==> src/hdl/rcr_defs.svh <==
`ifndef RCR_DEFS_SVH
`define RCR_DEFS_SVH

// ----------------------------------------------------------------
// Restart addresses
// ----------------------------------------------------------------
`define RCR_RESET_VECTOR 13'h0000
`define RCR_IRQ_VECTOR   13'h0004
`define RCR_PC_W         13

// ----------------------------------------------------------------
// Status byte field positions (low five bits used)
// ----------------------------------------------------------------
`define RCR_ST_TO 4
`define RCR_ST_PD 3

// ----------------------------------------------------------------
// Power control byte field positions
// ----------------------------------------------------------------
`define RCR_PC_OVF 7
`define RCR_PC_UNF 6
`define RCR_PC_WDT 4
`define RCR_PC_PIN 3
`define RCR_PC_RI  2
`define RCR_PC_POR 1
`define RCR_PC_BOR 0

// ----------------------------------------------------------------
// Reset values (power-on)
// ----------------------------------------------------------------
`define RCR_STATUS_RST 8'h18
`define RCR_POWER_CONTROL_REG_RST   8'h1C

`endif

==> src/hdl/rcr_pkg.sv <==
package rcr_pkg;

  typedef enum logic [3:0] {
    RCR_EV_NONE     = 4'h0,
    RCR_EV_POR      = 4'h1,
    RCR_EV_BOR      = 4'h2,
    RCR_EV_WDT_RST  = 4'h3,
    RCR_EV_WDT_WAKE = 4'h4,
    RCR_EV_IRQ_WAKE = 4'h5,
    RCR_EV_PIN_RUN  = 4'h6,
    RCR_EV_PIN_SLP  = 4'h7,
    RCR_EV_INSTR    = 4'h8,
    RCR_EV_OVF      = 4'h9,
    RCR_EV_UNF      = 4'hA
  } rcr_event_type;

  typedef enum logic [1:0] {
    RCR_ST_RUN   = 2'b00,
    RCR_ST_SLEEP = 2'b01,
    RCR_ST_VEC   = 2'b11
  } rcr_state_type;

endpackage

==> src/hdl/rcr_event_if.sv <==
`timescale 1ns/1ns
interface rcr_event_if;
  import rcr_pkg::*;
  rcr_event_type ev;
  modport arb  (output ev);
  modport core (input  ev);
endinterface

==> src/hdl/rcr_event_arb.sv <==
`timescale 1ns/1ns
module rcr_event_arb
  import rcr_pkg::*;
(
  input  wire logic por_i,
  input  wire logic bor_i,
  input  wire logic wdt_timeout_i,
  input  wire logic ext_pin_i,
  input  wire logic instr_reset_i,
  input  wire logic stack_ovf_i,
  input  wire logic stack_unf_i,
  input  wire logic stack_fault_reset_en_i,
  input  wire logic irq_wake_i,
  input  wire logic asleep_i,
  rcr_event_if.arb  evt
);
  // ----------------------------------------------------------------
  // Priority pick of one event per cycle
  // ----------------------------------------------------------------
  always_comb begin
    if (por_i)
      evt.ev = RCR_EV_POR;
    else if (bor_i)
      evt.ev = RCR_EV_BOR;
    else if (ext_pin_i)
      evt.ev = asleep_i ? RCR_EV_PIN_SLP : RCR_EV_PIN_RUN;
    else if (wdt_timeout_i)
      evt.ev = asleep_i ? RCR_EV_WDT_WAKE : RCR_EV_WDT_RST;
    else if (stack_ovf_i && stack_fault_reset_en_i)
      evt.ev = RCR_EV_OVF;
    else if (stack_unf_i && stack_fault_reset_en_i)
      evt.ev = RCR_EV_UNF;
    else if (instr_reset_i && !asleep_i)
      evt.ev = RCR_EV_INSTR;
    else if (irq_wake_i && asleep_i)
      evt.ev = RCR_EV_IRQ_WAKE;
    else
      evt.ev = RCR_EV_NONE;
  end
endmodule

==> src/hdl/rcr_reset_cause_recorder.sv <==
`timescale 1ns/1ns
`include "rcr_defs.svh"

// What this block does
// - Every reset event updates flags in the status byte, the power control byte or both.
// - Power-on: restart 0000h, clear stack/power-on/brown-out flags, set others.
// - Power-on always sets both time-out and power-down flags.
// - Brown-out: restart 0000h, clear brown-out/stack flags, keep WDT, POR.
// - Watchdog reset in run: restart 0000h, clear watchdog and time-out.
// - Watchdog wake: clear time-out and power-down, continue at PC+1.
// - Interrupt wake: set time-out, clear power-down, continue at PC+1.
// - Interrupt wake with enable set: after next instruction vector 0004h.
// - Pin reset in run: restart 0000h, clear pin flag only.
// - Pin reset asleep: clear pin flag, set time-out, clear power-down.
// - Reset instruction: restart 0000h, clear instruction flag only.
// - Stack overflow with enable: reset 0000h, set overflow flag.
// - Stack underflow with enable: reset 0000h, set underflow flag.
// - Undefined flags keep their value; unimplemented bits read zero.
module rcr_reset_cause_recorder
  import rcr_pkg::*;
#(
  parameter int PC_W = `RCR_PC_W
)(
  input  wire logic            clock_i,
  input  wire logic            reset_n_i,
  input  wire logic            clk_en_i,
  input  wire logic            por_i,
  input  wire logic            bor_i,
  input  wire logic            wdt_timeout_i,
  input  wire logic            ext_pin_i,
  input  wire logic            instr_reset_i,
  input  wire logic            stack_ovf_i,
  input  wire logic            stack_unf_i,
  input  wire logic            stack_fault_reset_en_i,
  input  wire logic            sleep_req_i,
  input  wire logic            irq_wake_i,
  input  wire logic            global_irq_enable_i,
  input  wire logic            instr_done_i,
  input  wire logic [PC_W-1:0] pc_i,
  input  wire logic            sw_wr_status_i,
  input  wire logic [7:0]      sw_status_i,
  input  wire logic            sw_wr_power_control_reg_i,
  input  wire logic [7:0]      sw_power_control_reg_i,
  output logic [7:0]           status_o,
  output logic [7:0]           power_control_reg_o,
  output logic                 pc_load_o,
  output logic [PC_W-1:0]      pc_target_o,
  output logic                 push_return_o,
  output logic                 asleep_o,
  output rcr_pkg::rcr_event_type last_event_o
);
  import rcr_pkg::*;

  // ----------------------------------------------------------------
  // Event selection
  // ----------------------------------------------------------------
  rcr_event_if evt ();

  rcr_event_arb u_arb (
    .por_i                  (por_i),
    .bor_i                  (bor_i),
    .wdt_timeout_i          (wdt_timeout_i),
    .ext_pin_i              (ext_pin_i),
    .instr_reset_i          (instr_reset_i),
    .stack_ovf_i            (stack_ovf_i),
    .stack_unf_i            (stack_unf_i),
    .stack_fault_reset_en_i (stack_fault_reset_en_i),
    .irq_wake_i             (irq_wake_i),
    .asleep_i               (asleep_o),
    .evt                    (evt)
  );

  function automatic logic is_restart(input rcr_event_type e);
    is_restart = (e != RCR_EV_NONE) && (e != RCR_EV_WDT_WAKE) &&
                 (e != RCR_EV_IRQ_WAKE);
  endfunction

  // ----------------------------------------------------------------
  // Flag registers
  // ----------------------------------------------------------------
  logic [7:0]      status_ff, nxt_status;
  logic [7:0]      power_control_reg_ff,   nxt_power_control_reg;
  rcr_event_type   last_ff,   nxt_last;

  always_comb begin
    nxt_status = status_ff;
    nxt_power_control_reg   = power_control_reg_ff;
    nxt_last   = last_ff;
    if (sw_wr_status_i)
      nxt_status = {3'h0, sw_status_i[4:3], status_ff[2:0]};
    if (sw_wr_power_control_reg_i)
      nxt_power_control_reg = {sw_power_control_reg_i[7:6], 1'b0, sw_power_control_reg_i[4:0]};
    if (evt.ev != RCR_EV_NONE)
      nxt_last = evt.ev;
    case (evt.ev)
      RCR_EV_POR: begin
        nxt_status[`RCR_ST_TO] = 1'b1;
        nxt_status[`RCR_ST_PD] = 1'b1;
        nxt_power_control_reg = `RCR_POWER_CONTROL_REG_RST;
      end
      RCR_EV_BOR: begin
        nxt_status[`RCR_ST_TO] = 1'b1;
        nxt_status[`RCR_ST_PD] = 1'b1;
        nxt_power_control_reg[`RCR_PC_OVF]  = 1'b0;
        nxt_power_control_reg[`RCR_PC_UNF]  = 1'b0;
        nxt_power_control_reg[`RCR_PC_PIN]  = 1'b1;
        nxt_power_control_reg[`RCR_PC_RI]   = 1'b1;
        nxt_power_control_reg[`RCR_PC_BOR]  = 1'b0;
      end
      RCR_EV_WDT_RST: begin
        nxt_status[`RCR_ST_TO] = 1'b0;
        nxt_power_control_reg[`RCR_PC_WDT]  = 1'b0;
      end
      RCR_EV_WDT_WAKE: begin
        nxt_status[`RCR_ST_TO] = 1'b0;
        nxt_status[`RCR_ST_PD] = 1'b0;
      end
      RCR_EV_IRQ_WAKE: begin
        nxt_status[`RCR_ST_TO] = 1'b1;
        nxt_status[`RCR_ST_PD] = 1'b0;
      end
      RCR_EV_PIN_RUN:
        nxt_power_control_reg[`RCR_PC_PIN] = 1'b0;
      RCR_EV_PIN_SLP: begin
        nxt_power_control_reg[`RCR_PC_PIN]  = 1'b0;
        nxt_status[`RCR_ST_TO] = 1'b1;
        nxt_status[`RCR_ST_PD] = 1'b0;
      end
      RCR_EV_INSTR:
        nxt_power_control_reg[`RCR_PC_RI] = 1'b0;
      RCR_EV_OVF:
        nxt_power_control_reg[`RCR_PC_OVF] = 1'b1;
      RCR_EV_UNF:
        nxt_power_control_reg[`RCR_PC_UNF] = 1'b1;
      default: ;
    endcase
  end

  always_ff @(posedge clock_i or negedge reset_n_i) begin
    if (!reset_n_i) begin
      status_ff <= `RCR_STATUS_RST;
      power_control_reg_ff   <= `RCR_POWER_CONTROL_REG_RST;
      last_ff   <= RCR_EV_NONE;
    end else if (clk_en_i) begin
      status_ff <= nxt_status;
      power_control_reg_ff   <= nxt_power_control_reg;
      last_ff   <= nxt_last;
    end
  end

  // ----------------------------------------------------------------
  // Sleep and program counter sequencing
  // ----------------------------------------------------------------
  rcr_state_type   state_ff, nxt_state;
  logic            load_ff,  nxt_load;
  logic            push_ff,  nxt_push;
  logic [PC_W-1:0] tgt_ff,   nxt_tgt;
  logic            asleep_ff, nxt_asleep;

  assign nxt_asleep = (nxt_state == RCR_ST_SLEEP);

  always_comb begin
    nxt_state = state_ff;
    nxt_load  = 1'b0;
    nxt_push  = 1'b0;
    nxt_tgt   = tgt_ff;
    if (is_restart(evt.ev)) begin
      nxt_state = RCR_ST_RUN;
      nxt_load  = 1'b1;
      nxt_tgt   = `RCR_RESET_VECTOR;
    end else begin
      case (state_ff)
        RCR_ST_RUN:
          if (sleep_req_i)
            nxt_state = RCR_ST_SLEEP;
        RCR_ST_SLEEP:
          if (evt.ev == RCR_EV_WDT_WAKE) begin
            nxt_state = RCR_ST_RUN;
            nxt_load  = 1'b1;
            nxt_tgt   = PC_W'(pc_i + 1'b1);
          end else if (evt.ev == RCR_EV_IRQ_WAKE) begin
            nxt_state = global_irq_enable_i ? RCR_ST_VEC : RCR_ST_RUN;
            nxt_load  = 1'b1;
            nxt_tgt   = PC_W'(pc_i + 1'b1);
          end
        RCR_ST_VEC:
          if (instr_done_i) begin
            nxt_state = RCR_ST_RUN;
            nxt_load  = 1'b1;
            nxt_push  = 1'b1;
            nxt_tgt   = `RCR_IRQ_VECTOR;
          end
        default:
          nxt_state = RCR_ST_RUN;
      endcase
    end
  end

  always_ff @(posedge clock_i or negedge reset_n_i) begin
    if (!reset_n_i) begin
      state_ff <= RCR_ST_RUN;
      load_ff  <= 1'b0;
      push_ff  <= 1'b0;
      tgt_ff   <= `RCR_RESET_VECTOR;
      asleep_ff <= 1'b0;
    end else if (clk_en_i) begin
      state_ff <= nxt_state;
      asleep_ff <= nxt_asleep;
      load_ff  <= nxt_load;
      push_ff  <= nxt_push;
      tgt_ff   <= nxt_tgt;
    end
  end

  assign status_o            = status_ff;
  assign power_control_reg_o = power_control_reg_ff;
  assign pc_load_o           = load_ff;
  assign pc_target_o         = tgt_ff;
  assign push_return_o       = push_ff;
  assign asleep_o            = asleep_ff;
  assign last_event_o        = last_ff;
endmodule

==> config.mk <==
export PLATFORM = sky130hd
export DESIGN_NAME = rcr_reset_cause_recorder
export DESIGN_NICKNAME = d
export VERILOG_FILES = /design/src/hdl/rcr_pkg.sv /design/src/hdl/rcr_event_if.sv /design/src/hdl/rcr_event_arb.sv /design/src/hdl/rcr_reset_cause_recorder.sv
export VERILOG_INCLUDE_DIRS = /design/src /design/src/hdl
export SDC_FILE = /design/constraint.sdc
export NUM_CORES = 1
export LEC_CHECK = 0
export ABC_CLOCK_PERIOD_IN_PS = 4900
export BUFFER_PORTS_ARGS = -buffer_cell sky130_fd_sc_hd__buf_2
export CORE_ASPECT_RATIO = 1.75
export CORE_MARGIN = 5
export CORE_UTILIZATION = 51
export CTS_BUF_LIST = sky130_fd_sc_hd__clkbuf_16
export CTS_CLUSTER_SIZE = 10
export DETAILED_ROUTE_END_ITERATION = 16
export GPL_ROUTABILITY_DRIVEN = 0
export PLACE_DENSITY = 0.89
export SLEW_MARGIN = 20
export SYNTH_ARGS = -nofsm -noshare
export SYNTH_HDL_FRONTEND = slang
export SYNTH_SLANG_ARGS = --single-unit
==> constraint.sdc <==
create_clock -name clock_i -period 4.9 [get_ports clock_i]
set_input_delay 1.225 -clock clock_i [delete_from_list [all_inputs] [get_ports clock_i]]
set_output_delay 1.225 -clock clock_i [all_outputs]
set_load 0.02 [all_outputs]
==> flow_metrics.env <==
export IMPL_nFillCells=307
export IMPL_final_cell_count_no_fill=322
export IMPL_cts_tree="yes"
export IMPL_dr_pass1_iters=4
export IMPL_cp_arrival_ps=3020
export IMPL_syn_to_final_growth_pct=25.0
export IMPL_combPwrFrac=0.142
export IMPL_internal_power_uw=540
export IMPL_synth_ff_type="dfrtp_1"
export IMPL_netlist_area_um2=1860
export IMPL_critPathTopFamily="compound AO/OA/AOI/OAI gates"
export IMPL_rows=29
export IMPL_crit_cells=6
export IMPL_max_freq_ghz=0.344
export IMPL_gr_usage_all_layers=0.200
export IMPL_syn_avg_cell_area_um2=8.76
export IMPL_fin_area_um2=2320
export IMPL_slew_violations=0
export IMPL_syn_inst=212
export IMPL_hold_path_depth=2
export IMPL_max_stage_delay_ps=820
export IMPL_die_h_um=89.8
export IMPL_power_share_clock=0.479
export IMPL_hold_viol=0
export IMPL_final_antenna_net_count=0
export IMPL_crit_fanout=13
export IMPL_fin_nets=322
export IMPL_cts_setup_buffers=0
export IMPL_cp_num_buf_inv=1
export IMPL_swShare=0.250
export IMPL_cellLeakagePower_nw=1.11
export IMPL_drtIter0Drc=80
export IMPL_wire_per_inst_um=14.9
export IMPL_clock_sinks=31
export IMPL_num_vias=1808
export IMPL_rr_worst_depth=4
export IMPL_dieArea_um2=5000
export IMPL_holdBufCountCts=0
export IMPL_worstMarginPinSlew_ps=895
export IMPL_cp_slowest_cell="o31ai_2"
export IMPL_fin_crit_ps=2900
export IMPL_grt_pass1_wl_mm=8.10
export IMPL_ir_drop_uv=498
export IMPL_ys_seq_area_frac=0.421
export IMPL_boundaryPins=82
export IMPL_setup_ws_ps=2000
export IMPL_p_seq_frac=0.379
export IMPL_finalSetupViolCount=0
export IMPL_start_kind="input pin"
export IMPL_final_cell_mix="67 x buf_2, 29 x nand2_1, 26 x dfrtp_1, 16 x nor2_1, 15 x o21ai_1"
export IMPL_pre_cts_slack_ps=1720
export IMPL_dp_cells=314
export IMPL_start_util=0.517
export IMPL_antennaDiodeCount=0
export IMPL_dp_hpwl_mm=3.67
export IMPL_synth_cell_types=46
export IMPL_final_setup_tns_ps=0
export IMPL_p_sw_uw=180
export IMPL_ys_ff_latch=31
export IMPL_fin_crit_sh=0.593
export IMPL_antenna_found_initial=0
export IMPL_synth_edf_count=0
export IMPL_path_class="input pin to register"
export IMPL_clkLatencyLatePin_ps=280
export IMPL_core_area_um2=3590
export IMPL_io_buffers=67
export IMPL_required_ps=5010
export IMPL_cp_end_kind="register"
export IMPL_async_flop_share=1.00
export IMPL_grt_pass1_vias=1824
export IMPL_slew_headroom=0.400
export IMPL_ctsResizeCount=0
export IMPL_powerDensity_nw_per_um2=310
export IMPL_grt_overflow_total=0
export IMPL_seqCellArea_um2=782
export IMPL_multi_input_area_um2=953
export IMPL_yosys_warnings=0
export IMPL_rsz0062_at_grt="no"
export IMPL_fp_dieW_um=55.6
export IMPL_hold_class="register to register"
export IMPL_via_per_inst=5.61
export IMPL_clockRootBuffer="clkbuf_16"
export IMPL_path_clk_slew_ps=50
export IMPL_crit_top_cell="o21ai_1"
export IMPL_cts_inserted_buffers=5
export IMPL_post_dp_cell_area_um2=2160
export IMPL_cts_max_level=2
export IMPL_final_util=0.646
export IMPL_max_cap_violations=0
export IMPL_fin_skew_ps=3.63
export IMPL_drt_total_wl_mm=4.79
export IMPL_layout_commonest_cell="buf_2"
export IMPL_grt_start_max_net_pins=32
export IMPL_drcViolationCount=0
export IMPL_path_cells="buf_2 > o21ai_1 > o22a_1 > nand2_1 > o31ai_2 > o21ai_1"
export IMPL_cts_buffer_depth=2
export IMPL_status="complete, no violations"
export IMPL_drive_gt1_frac=0.312
## flip-flops by register name, summed over array words and instances, names as in the netlist
| register | flops |
|---|---|
| pc_target_o | 13 |
| power_control_reg_o | 7 |
| last_event_o | 4 |
| state_ff | 2 |
| status_o | 2 |
| asleep_o | 1 |
| pc_load_o | 1 |
| push_return_o | 1 |
## worst paths after layout
| path | end | slack (ps) | start |
|---|---|---|---|
| worst max-delay path | pc_load_o | 2000 | stack_ovf_i |
| worst max register to register | pc_load_o | 2880 | asleep_o |
| max in group asynchronous | state_ff[0] | 3490 | reset_n_i |
| min in group asynchronous | power_control_reg_o[0] | 970 | reset_n_i |
| worst min-delay path | pc_target_o[6] | 480 | pc_target_o[6] |
| worst min register to register | pc_target_o[6] | 480 | pc_target_o[6] |
## worst min-delay path: cells and delay by family, from the launching register on
kind | cells | cell delay [ps]
compound gates | 1 | 60
flops | 1 | 330
simple gates | 1 | 50
## stage by stage
step	power [mW]	hold WS (ps)
2_1_floorplan	0.342	527
3_3_place_gp	0.376	462
3_5_place_dp	0.379	471
4_1_cts	0.726	483
5_1_grt	0.748	505
6_report	0.720	479
## power by group through the flow
stage	clock [mW]	sequential (mW)	combinational, mW
after floorplan	0	0.287	0.0545
after global placement	0	0.276	0.100
after detailed placement	0	0.277	0.102
after CTS	0.350	0.273	0.103
after global routing	0.362	0.274	0.113
final	0.345	0.273	0.103
## synth_stat cells (all sizes together) (5+ instances only)
| cell | count | area share |
|---|---|---|
| xnor2 | 6 | 0.028 |
| a21oi | 13 | 0.035 |
| o21ai | 21 | 0.057 |
| nor3 | 7 | 0.024 |
| nor2 | 17 | 0.036 |
| buf | 13 | 0.054 |
| nand3 | 11 | 0.030 |
| dfstp | 5 | 0.071 |
| inv | 8 | 0.016 |
| dfrtp | 26 | 0.35 |
| xor2 | 5 | 0.024 |
| nand2 | 30 | 0.062 |
## cells by family (layout without fill, tap and decap cells)
| kind of cell | count (synthesis) | count (layout) | share of synthesized area |
|---|---|---|---|
| AND/OR/NAND/NOR | 81 | 81 | 0.210 |
| multiplexers | 2 | 2 | 0.0108 |
| flip-flops | 31 | 31 | 0.421 |
| AO/OA/AOI/OAI | 60 | 60 | 0.220 |
| XOR/XNOR | 11 | 11 | 0.0519 |
| adder cells (fa/ha/maj) | 1 | 1 | 0.00673 |
| other | 1 | 7 | 0.00202 |
| buffers and inverters | 25 | 83 | 0.0781 |
## area by class of cell
type,count,share of cell area
Sequential cell,31,0.337
Inverter,8,0.0129
Clock inverter,3,0.0167
Clock buffer,5,0.0539
Multi-Input combinational cell,162,0.411
Tap cell,46,0.0248
Timing Repair Buffer,67,0.144
## metal layers
layer / share of wire / vias to the layer above / global-route usage
met1: 0.36 / 847 / 0.198
li1: - / 865 / -
met3: 0.089 / 12 / 0.0573
met4: 0.023 / 0 / 0.112
met2: 0.53 / 84 / 0.361
met5: 0 / - / 0
(Power assumes the default switching activity.)
